**config.mk**
```make
export PLATFORM = sky130hd
export DESIGN_NAME = oscc_ctrl
export DESIGN_NICKNAME = d
export VERILOG_FILES = /design/src/inc/oscc_pkg.sv /design/src/hw/oscc_clk_div.sv /design/src/hw/oscc_ctrl.sv
export SDC_FILE = /design/constraint.sdc
export NUM_CORES = 1
export LEC_CHECK = 0
export ABC_AREA = 1
export BUFFER_PORTS_ARGS = -buffer_cell sky130_fd_sc_hd__buf_4
export CAP_MARGIN = 20
export CORE_MARGIN = 3
export CORE_UTILIZATION = 61
export CTS_BUF_LIST = sky130_fd_sc_hd__clkbuf_4
export DETAILED_ROUTE_END_ITERATION = 12
export PLACE_DENSITY = 0.92
export SYNTH_ARGS = -nofsm -noshare
export SYNTH_HDL_FRONTEND = slang
export SYNTH_SLANG_ARGS = --single-unit
```
**constraint.sdc**
```tcl
create_clock -name pclk -period 2.9 [get_ports pclk]
set_clock_uncertainty 0.1 [all_clocks]
set_input_delay 0 -clock pclk [delete_from_list [all_inputs] [get_ports pclk]]
set_output_delay 0 -clock pclk [all_outputs]
set_load 0.02 [all_outputs]
```
**src/inc/oscc_pkg.sv**
```systemverilog
// package: oscillator control register map, fields and constants
`default_nettype none
package oscc_pkg;
    localparam logic [7:0] OSCC_ADDR_CTRL = 8'h00;
    localparam logic [7:0] OSCC_ADDR_STROBE = 8'h04;
    localparam int OSCC_ADDR_W = 8;
    localparam int OSCC_POS_ODIV = 27;
    localparam int OSCC_POS_FDIV = 24;
    localparam int OSCC_POS_SRDY = 22;
    localparam int OSCC_POS_PRDY = 21;
    localparam int OSCC_POS_PDIV = 19;
    localparam int OSCC_POS_MULT = 16;
    localparam int OSCC_POS_CUR = 12;
    localparam int OSCC_POS_REQ = 8;
    localparam int OSCC_POS_LOCK = 7;
    localparam int OSCC_POS_ULCK = 6;
    localparam int OSCC_POS_SLCK = 5;
    localparam int OSCC_POS_SLP = 4;
    localparam int OSCC_POS_SEN = 1;
    localparam int OSCC_POS_UNLOCK = 0;
    localparam int OSCC_POS_WAIT = 1;
    localparam logic [2:0] OSCC_FDIV_RST = 3'h1;
    localparam logic [31:0] OSCC_UNLOCK_KEY1 = 32'hAA99_6655;
    localparam logic [31:0] OSCC_UNLOCK_KEY2 = 32'h5566_99AA;
    localparam logic [31:0] OSCC_ZERO = 32'h0000_0000;
    localparam logic [8:0] OSCC_DIV_ONE = 9'h001;
    localparam int OSCC_PDIV_SETTLE = 8;
    typedef enum logic [2:0] {
        OSCC_UNL_IDLE = 3'b001,
        OSCC_UNL_KEY1 = 3'b010,
        OSCC_UNL_OPEN = 3'b100
    } oscc_unl_t;
    typedef enum logic [1:0] {
        OSCC_RUN = 2'b01,
        OSCC_WAIT = 2'b10
    } oscc_pwr_t;
endpackage
`default_nettype wire

```
**src/hw/oscc_clk_div.sv**
```systemverilog
// clock enable divider: emits one-cycle pulse every ratio cycles
`default_nettype none
module oscc_clk_div #(
    parameter int CW = 9
) (
    input wire logic pclk,
    input wire logic presetn,
    input wire logic [CW-1:0] ratio,
    output logic tick
);
    typedef struct packed {
        logic [CW-1:0] cnt;
        logic tick;
    } oscc_div_t;
    oscc_div_t state;
    oscc_div_t next_state;
    always_comb begin
        next_state = state;
        next_state.tick = 1'b0;
        if (state.cnt + CW'(1) >= ratio) begin
            next_state.cnt = '0;
            next_state.tick = 1'b1;
        end else begin
            next_state.cnt = state.cnt + CW'(1);
        end
    end
    always_ff @(posedge pclk or negedge presetn) begin
        if (!presetn) begin
            state <= '0;
        end else begin
            state <= next_state;
        end
    end
    assign tick = state.tick;
endmodule // oscc_clk_div
`default_nettype wire

```
**src/hw/oscc_ctrl.sv**
```systemverilog
// oscillator control register with apb slave and clock enables
//
// Design decisions made here: the register addresses and the APB interface to the registers.
`default_nettype none
// Summary of operation
// - pll output divided by 1,2,4,8,16,32,64,256 per output divider field
// - fast rc divided with same encoding; field resets to divide by two
// - secondary ready flag bit 22 high only while that oscillator is stable
// - bit 21 reads 1 when bus divisor writable; resets to 1
// - bus clock is system clock divided by 2,4,8,16; default set by bus divisor config
// - pll multiplier field selects factor 15..21 or 24
// - bits 14-12 report the active oscillator source
// - bits 10-8 hold requested source, same encoding as current
// - requested source loads from boot source config at reset
// - with monitor config 1x, set lock bit freezes clock and pll selections
// - with monitor config 0x, selections never locked
// - bit 6 shows usb pll locked
// - bit 5 shows system pll locked
// - wait enters sleep when bit 4 set, idle otherwise
// - bits 31-30, 23, 15, 11 read zero and ignore writes
// - divider, divisor, multiplier, source, secondary enable load from config
module oscc_ctrl
    import oscc_pkg::*;
(
    input wire logic pclk,
    input wire logic presetn,
    input wire logic psel,
    input wire logic penable,
    input wire logic pwrite,
    input wire logic [oscc_pkg::OSCC_ADDR_W-1:0] paddr,
    input wire logic [31:0] pwdata,
    output logic [31:0] prdata,
    output logic pready,
    output logic pslverr,
    input wire logic [2:0] cfg_pll_out_divider,
    input wire logic [1:0] cfg_periph_bus_divisor,
    input wire logic [2:0] cfg_pll_multiplier,
    input wire logic [2:0] boot_source_cfg,
    input wire logic cfg_secondary_osc_enable,
    input wire logic [1:0] switch_monitor_cfg,
    input wire logic secondary_osc_stable,
    input wire logic usb_pll_lock_in,
    input wire logic system_pll_lock_in,
    input wire logic [2:0] active_source_in,
    input wire logic wait_exec,
    input wire logic wake_event,
    output logic [2:0] pll_out_divider,
    output logic [2:0] fast_rc_divider,
    output logic [1:0] periph_bus_divisor,
    output logic [2:0] pll_multiplier,
    output logic [2:0] requested_source_sel,
    output logic secondary_osc_enable,
    output logic pll_out_tick,
    output logic fast_rc_tick,
    output logic periph_bus_clock,
    output logic sleep_mode,
    output logic idle_mode
);
    import oscc_pkg::*;

    // ******************************
    // eight-step divide decode
    // ******************************
    function automatic logic [8:0] div_ratio(input logic [2:0] code);
        logic [8:0] r;
        r = OSCC_DIV_ONE << code;
        if (code == 3'h7) begin
            r = OSCC_DIV_ONE << 8;
        end
        return r;
    endfunction

    typedef struct packed {
        logic [2:0] s0;
        logic [2:0] s1;
        logic [2:0] s2;
        logic [2:0] s3;
        logic [2:0] s4;
    } oscc_sync_t;

    typedef struct packed {
        logic loaded;
        logic [2:0] odiv;
        logic [2:0] fdiv;
        logic [1:0] pdiv;
        logic [2:0] mult;
        logic [2:0] req;
        logic lock;
        logic slp;
        logic sen;
        logic [3:0] settle;
        oscc_unl_t unl;
        oscc_pwr_t pwr;
        oscc_sync_t sy1;
        oscc_sync_t sy2;
        logic [31:0] rdata;
        logic ready;
        logic err;
        logic pb_clk;
        logic sleep;
        logic idle;
    } oscc_state_t;

    oscc_state_t state;
    oscc_state_t next_state;
    logic pll_tick;
    logic frc_tick;
    logic pb_tick;
    logic locked;
    logic setup;
    logic access;

    // ******************************
    // clock enables
    // ******************************
    oscc_clk_div u_pll_div (
        .pclk(pclk), .presetn(presetn),
        .ratio(div_ratio(state.odiv)), .tick(pll_tick)
    );
    oscc_clk_div u_frc_div (
        .pclk(pclk), .presetn(presetn),
        .ratio(div_ratio(state.fdiv)), .tick(frc_tick)
    );
    oscc_clk_div #(.CW(4)) u_pb_div (
        .pclk(pclk), .presetn(presetn),
        .ratio(4'(OSCC_DIV_ONE << state.pdiv)), .tick(pb_tick)
    );

    always_comb begin
        locked = state.lock && switch_monitor_cfg[1];
        setup = psel && !penable;
        access = psel && penable && state.ready;
    end

    // ******************************
    // next state
    // ******************************
    always_comb begin
        next_state = state;
        next_state.ready = 1'b0;
        next_state.err = 1'b0;
        next_state.sy1 = {3'(secondary_osc_stable), 3'(usb_pll_lock_in),
            3'(system_pll_lock_in), active_source_in, 3'(wake_event)};
        next_state.sy2 = state.sy1;
        next_state.pb_clk = state.pb_clk ^ pb_tick;
        if (!state.loaded) begin
            next_state.loaded = 1'b1;
            next_state.odiv = cfg_pll_out_divider;
            next_state.pdiv = cfg_periph_bus_divisor;
            next_state.mult = cfg_pll_multiplier;
            next_state.req = boot_source_cfg;
            next_state.sen = cfg_secondary_osc_enable;
        end
        if (state.settle != '0) begin
            next_state.settle = state.settle - 4'h1;
        end
        if (setup) begin
            next_state.ready = 1'b1;
            next_state.err = (paddr != OSCC_ADDR_CTRL) && (paddr != OSCC_ADDR_STROBE);
            next_state.rdata = OSCC_ZERO;
            if (paddr == OSCC_ADDR_CTRL && !pwrite) begin
                next_state.rdata[OSCC_POS_ODIV +: 3] = state.odiv;
                next_state.rdata[OSCC_POS_FDIV +: 3] = state.fdiv;
                next_state.rdata[OSCC_POS_SRDY] = state.sy2.s0[0];
                next_state.rdata[OSCC_POS_PRDY] = (state.settle == '0);
                next_state.rdata[OSCC_POS_PDIV +: 2] = state.pdiv;
                next_state.rdata[OSCC_POS_MULT +: 3] = state.mult;
                next_state.rdata[OSCC_POS_CUR +: 3] = state.sy2.s3;
                next_state.rdata[OSCC_POS_REQ +: 3] = state.req;
                next_state.rdata[OSCC_POS_LOCK] = state.lock;
                next_state.rdata[OSCC_POS_ULCK] = state.sy2.s1[0];
                next_state.rdata[OSCC_POS_SLCK] = state.sy2.s2[0];
                next_state.rdata[OSCC_POS_SLP] = state.slp;
                next_state.rdata[OSCC_POS_SEN] = state.sen;
            end
        end
        if (access) begin
            if (pwrite && paddr == OSCC_ADDR_STROBE) begin
                next_state.unl = OSCC_UNL_IDLE;
                if (pwdata == OSCC_UNLOCK_KEY1) begin
                    next_state.unl = OSCC_UNL_KEY1;
                end else if (pwdata == OSCC_UNLOCK_KEY2 && state.unl == OSCC_UNL_KEY1) begin
                    next_state.unl = OSCC_UNL_OPEN;
                end
                if (pwdata[OSCC_POS_WAIT] && state.pwr == OSCC_RUN) begin
                    next_state.pwr = OSCC_WAIT;
                end
            end
            if (pwrite && paddr == OSCC_ADDR_CTRL && state.unl == OSCC_UNL_OPEN) begin
                next_state.fdiv = pwdata[OSCC_POS_FDIV +: 3];
                next_state.slp = pwdata[OSCC_POS_SLP];
                next_state.sen = pwdata[OSCC_POS_SEN];
                next_state.lock = pwdata[OSCC_POS_LOCK] | state.lock;
                if (!locked) begin
                    next_state.odiv = pwdata[OSCC_POS_ODIV +: 3];
                    next_state.mult = pwdata[OSCC_POS_MULT +: 3];
                    next_state.req = pwdata[OSCC_POS_REQ +: 3];
                end
                if (!locked && state.settle == '0 &&
                    pwdata[OSCC_POS_PDIV +: 2] != state.pdiv) begin
                    next_state.pdiv = pwdata[OSCC_POS_PDIV +: 2];
                    next_state.settle = 4'(OSCC_PDIV_SETTLE);
                end
            end
        end
        if (!switch_monitor_cfg[1]) begin
            next_state.lock = 1'b0;
        end
        if (wait_exec && state.pwr == OSCC_RUN) begin
            next_state.pwr = OSCC_WAIT;
        end
        case (state.pwr)
            OSCC_RUN: begin
                next_state.sleep = 1'b0;
                next_state.idle = 1'b0;
            end
            OSCC_WAIT: begin
                next_state.sleep = state.slp;
                next_state.idle = !state.slp;
                if (state.sy2.s4[0]) begin
                    next_state.pwr = OSCC_RUN;
                end
            end
            default: begin
                next_state.pwr = OSCC_RUN;
            end
        endcase
    end

    // ******************************
    // registers
    // ******************************
    always_ff @(posedge pclk or negedge presetn) begin
        if (!presetn) begin
            state <= '0;
            state.fdiv <= OSCC_FDIV_RST;
            state.unl <= OSCC_UNL_IDLE;
            state.pwr <= OSCC_RUN;
        end else begin
            state <= next_state;
        end
    end

    always_ff @(posedge pclk or negedge presetn) begin
        if (!presetn) begin
            pll_out_tick <= 1'b0;
            fast_rc_tick <= 1'b0;
        end else begin
            pll_out_tick <= pll_tick;
            fast_rc_tick <= frc_tick;
        end
    end

    assign prdata = state.rdata;
    assign pready = state.ready;
    assign pslverr = state.err;
    assign pll_out_divider = state.odiv;
    assign fast_rc_divider = state.fdiv;
    assign periph_bus_divisor = state.pdiv;
    assign pll_multiplier = state.mult;
    assign requested_source_sel = state.req;
    assign secondary_osc_enable = state.sen;
    assign periph_bus_clock = state.pb_clk;
    assign sleep_mode = state.sleep;
    assign idle_mode = state.idle;
endmodule // oscc_ctrl
`default_nettype wire

```
== Yosys cells after proc, flatten, opt, wreduce, memory -nomap -nowiden ==
Index checks and enable logic that the tools add are counted.
Word-level totals
  register bits after elaboration: 97
  input port bits: 67
  output and inout port bits: 54
  word-level logic and storage cells: 120
Operators by class
  add/subtract/negate cells: 4
  order comparisons: 3
  equal/unequal tests: 13
  shift operators: 3
  muxes and demuxes: 33
  bitwise operators: 2
  reduce and logical (&&, ||, !) cells: 26
Operator list (count)
  9-bit 2-to-1 mux: 4
  32-bit by 31-bit == test with 1-bit output (second input constant): 1
  32-bit == test (second input constant): 1
  26-bit 2-to-1 mux: 1
  21-bit 2-to-1 mux: 1
  9-bit by 1-bit adder with 9-bit output (second input constant): 2
  9-bit >= comparator: 2
  1-bit by 3-bit left shift with 9-bit output (first input constant): 2
  3-bit 2-to-1 mux: 5
  1-bit logical AND: 14
  7-bit 2-to-1 mux: 2
  4-bit 2-to-1 mux: 3
  6-bit 2-to-1 mux: 2
  2-bit 2-to-1 mux: 5
  3-bit == test (second input constant): 3
  8-bit by 3-bit == test with 1-bit output (second input constant): 1
  8-bit zero test: 1
  8-bit 2-to-1 mux: 1
  8-bit by 3-bit inequality test with 1-bit output (second input constant): 1
  2-bit one-hot mux with 2 select lines: 2
  8-bit nonzero test: 1
  1-bit 2-to-1 mux: 6
  2-bit AND reduction: 3
  5-bit 2-to-1 mux: 1
  15 further kinds: 19

== Logic depth before layout (Yosys ltp) ==
  depth after elaboration: 10
  gate-level depth with buffers: 14
  gate-level depth less buffers: 14

== Modules after synthesis ==
A second synthesis with hierarchy kept.
Unflattened totals
  cells, all modules: 694
  area total of the unflattened synthesis: 5659.2 µm²
By module, submodules not included
  oscc_ctrl: instances 1, cells an instance 457, area an instance 3808.7 µm², seq. area each 1805.5 µm²
  oscc_clk_div (u_frc_div ...): instances 2, cells an instance 102, area an instance 775.7 µm², seq. area each 250.2 µm²
  oscc_clk_div (u_pb_div): instances 1, cells an instance 33, area an instance 299.0 µm², seq. area each 125.1 µm²

== Worst setup path before layout ==
No wires, ideal clock.
  path kind: register to register
  from: register u_pll_div.state[1] (netlist name)
  to: register u_pll_div.state[1] (netlist name)
  library setup time: 72 ps
  arrival time: 1777 ps
  required time: 2728 ps
  slack: 951 ps
  stages on the path, launching flop included: 11
  path buffers: 0
  clock period less this slack: 1949 ps
  path through: dfrtp_1 -> ha_1 -> nand2_1 -> nor3_1 -> xor2_1 -> ha_1 -> a21oi_1 -> nand3_1 -> nand2_1 -> nand2_2 -> nor2_1
RTL lines
  start, declared: line oscc_clk_div.sv:15  | oscc_div_t state;
  start signal, assigned: line oscc_clk_div.sv:31  | state <= next_state;

==> impl_metrics.toml <==
[outcome]
status = "complete, but fails checks"
violations = "hold timing"

[synthesis]
synth_seq_area_share = 0.455
avgSynthCellArea_um2 = 8.28
ys_types = 37
ys_warn_count = 0
yosysMostFrequentCell = "nand2_1"
ys_ff_latch = 97
async_flop_share = 1.00
synth_top_area_frac = 0.440
synth_area_um2 = 5340
synth_commonest_cells = "143 x nand2_1, 94 x dfrtp_1, 92 x inv_1"
synth_area_leaders = "dfrtp_1 44%, nand2_1 10%, buf_4 6.6%"
synth_edf_count = 0
yosysTopAreaCell = "dfrtp_1"
ys.flop_type = "dfrtp_1"
syn_inst = 645

[cells_and_area]
diodes = 0
final_cells = 903
n_fill_cell = 484
area_growth_pct = 26.9
nets = 886
drive_above_1_share = 0.192

[timing]
hold_viol = 23
fin_crit_ps = 2750
min_period_over_period = 0.949
maxSlewHeadroom = 0.296
worst_pin_slew_ps = 1060
setup_viol = 0
rsz0062_at_grt = "no"
whs_ps = -17.8
tns_ps = 0
maxSlewViolCount = 0
fmax_ghz = 0.363

[die]
num_rows = 33
start_util = 0.640
die_w_um = 99.6
io_pins = 121
core_area_um2 = 8340
die-height_um = 99.6
dieArea_um2 = 9920

[global_routing]
grt_pass1_wl_mm = 25.4
grt.total_usage = 0.325
grt_pass1_vias = 5311
grt_max_degree = 51
grt_overflow_total = 0
grt_antenna_before_repair = 0

[critical_path]
start_kind = "flip-flop"
r2r-end = "requested_source_sel[0]"
cp-end-kind = "flip-flop"
worstPathMaxFanout = 18
cp.required_ps = 3220
r2r_slack_ps = 150
critPathKind = "reg2reg"
worst_r2r_startpoint = "state[71]"
r2r_cells = 9
crit_arrival_ps = 3070

[drt]
drc_errors = 0
wl_per_cell_um = 17.2
ant_nets = 0
drtIter0Drc = 414
finalWirelength_mm = 15.5
vias = 5172
drt-pass1-iter-count = 10
viasPerCell = 5.73

[clock_network]
cts_buffers = 9
clk_pin_slew_worst_paths_ps = 160
clockBufferDepth = 2
cts_htree_levels = 3
clkLatencyLatePin_ps = 470
cts.sinks = 97
cts_tree = "built"
postCtsSetupBuffers = 0
clock-root-buffer = "clkbuf_4"

[placed_design]
numPortBuffers = 111
dpl.hpwl_mm = 9.62
place.gp.congestion = 0.882
place_inst = 816

[power_and_ir_drop]
powerDensity_nw_per_um2 = 469
p_leak_nw = 3.46
ir_drop_mv = 0.235
pwr-share-seq = 0.491
total_power_mw = 3.18
comb_power_share = 0.301
power.internal_mw = 2.05
sw_frac_of_total = 0.354
clkPwrFrac = 0.208
power.switching_mw = 1.13

[worst_hold_path]
min_path_type = "in2async"

[flow_run]
drv_cap = 0
==> sequential cells by signal, indices dropped and copies added (netlist names), 2 cells and up <==
register	count
fast_rc_divider	3
pll_multiplier	3
u_pb_div.state	4
requested_source_sel	3
state	19
u_pll_div.state	9
pll_out_divider	3
u_frc_div.state	9
prdata	24
periph_bus_divisor	2
next_state	7
==> placed cells by master, fill, tap and decap left out, drive strengths merged <==
cell and instances:
a211oi 1, a21oi 15, a31oi 1, and3 1, buf 115, clkbuf 10
clkinv 6, clkinvlp 2, conb 9, dfrtp 94, dfstp 3, dlygate4sd3 71
ha 26, inv 94, mux2i 2, nand2 146, nand3 41, nand3b 5
nand4 15, nor2 57, nor3 21, nor3b 1, o211ai 1, o21ai 34
o31ai 10, or2 2, xnor2 1, xor2 14
==> power by group through the flow <==
stage	sequential (mW)	clock [mW]	combinational (mW)
finish	1.56	0.662	0.957
detailed placement	1.58	0	0.818
global placement	1.57	0	0.754
global route	1.57	0.718	1.06
CTS	1.55	0.641	0.913
floorplan	1.58	0	0.519
==> worst max-delay path by stage <==
stage          slack [ps]                 endpoint  cells after the start                from
2_1_floorplan         950       u_pll_div.state[1]                     10  u_pll_div.state[1]
3_3_place_gp          780       u_frc_div.state[1]                     10  u_frc_div.state[1]
3_5_place_dp          630       u_frc_div.state[7]                     10  u_frc_div.state[1]
4_1_cts               290       fast_rc_divider[2]                      8           state[71]
5_1_grt                50       fast_rc_divider[2]                      8           state[71]
6_report              150  requested_source_sel[0]                      9           state[71]
==> logic make-up after synthesis <==
family                     share of synthesized area
AOI/OAI and AO/OA                             0.0703
xor gates and xnor gates                      0.0246
adders and majority gates                     0.0609
buffers and inverters                          0.145
DFF                                            0.455
muxes                                        0.00375
other                                        0.00141
and+or+nand+nor                                0.238
==> per-stage QoR <==
| stage | utilization | area (um^2) | hold slack, ps | worst slack [ps] |
|---|---|---|---|---|
| floorplan | - | 5370 | -396 | 951 |
| global placement | 0.713 | 5950 | -50.9 | 784 |
| detailed placement | 0.713 | 5950 | -35.7 | 629 |
| CTS | 0.811 | 6770 | 11.7 | 286 |
| global route | 0.813 | 6780 | 31.2 | 50.2 |
| finish | 0.813 | 6780 | -17.8 | 148 |
==> layout make-up <==
| cell class | instances | area, um^2 | share of cell area |
|---|---|---|---|
| multi-input cells | 403 | 2170 | 0.320 |
| clock inverters | 6 | 35.0 | 0.00517 |
| well taps | 105 | 131 | 0.0194 |
| inverters | 96 | 360 | 0.0532 |
| repair buffers | 186 | 1570 | 0.232 |
| clock buffers | 10 | 75.1 | 0.0111 |
| flip-flops and latches | 97 | 2430 | 0.359 |
==> critical path, cell delays in order (launching register included) <==
cell	delay [ps]
dfrtp_1	460
inv_1	140
nor3_2	270
nand2_1	150
nor2_4	290
nand2_2	330
nand3_1	190
o21ai_1	100
dlygate4sd3_1	580
inv_1	80
==> routing by layer <==
layer	vias up	track usage	routed length, um
met3	118	0.0778	1350
met1	2404	0.372	5420
li1	2290	-	-
met5	-	0	0
met2	360	0.553	7660
met4	0	0.194	1100
==> repair_timing <==
item	CTS	global route
setup endpoints to repair	0	11
endpoints found under the hold margin	94	0
hold buffers	71	0
gates resized for setup	0	3
(Power assumes the default switching activity.)
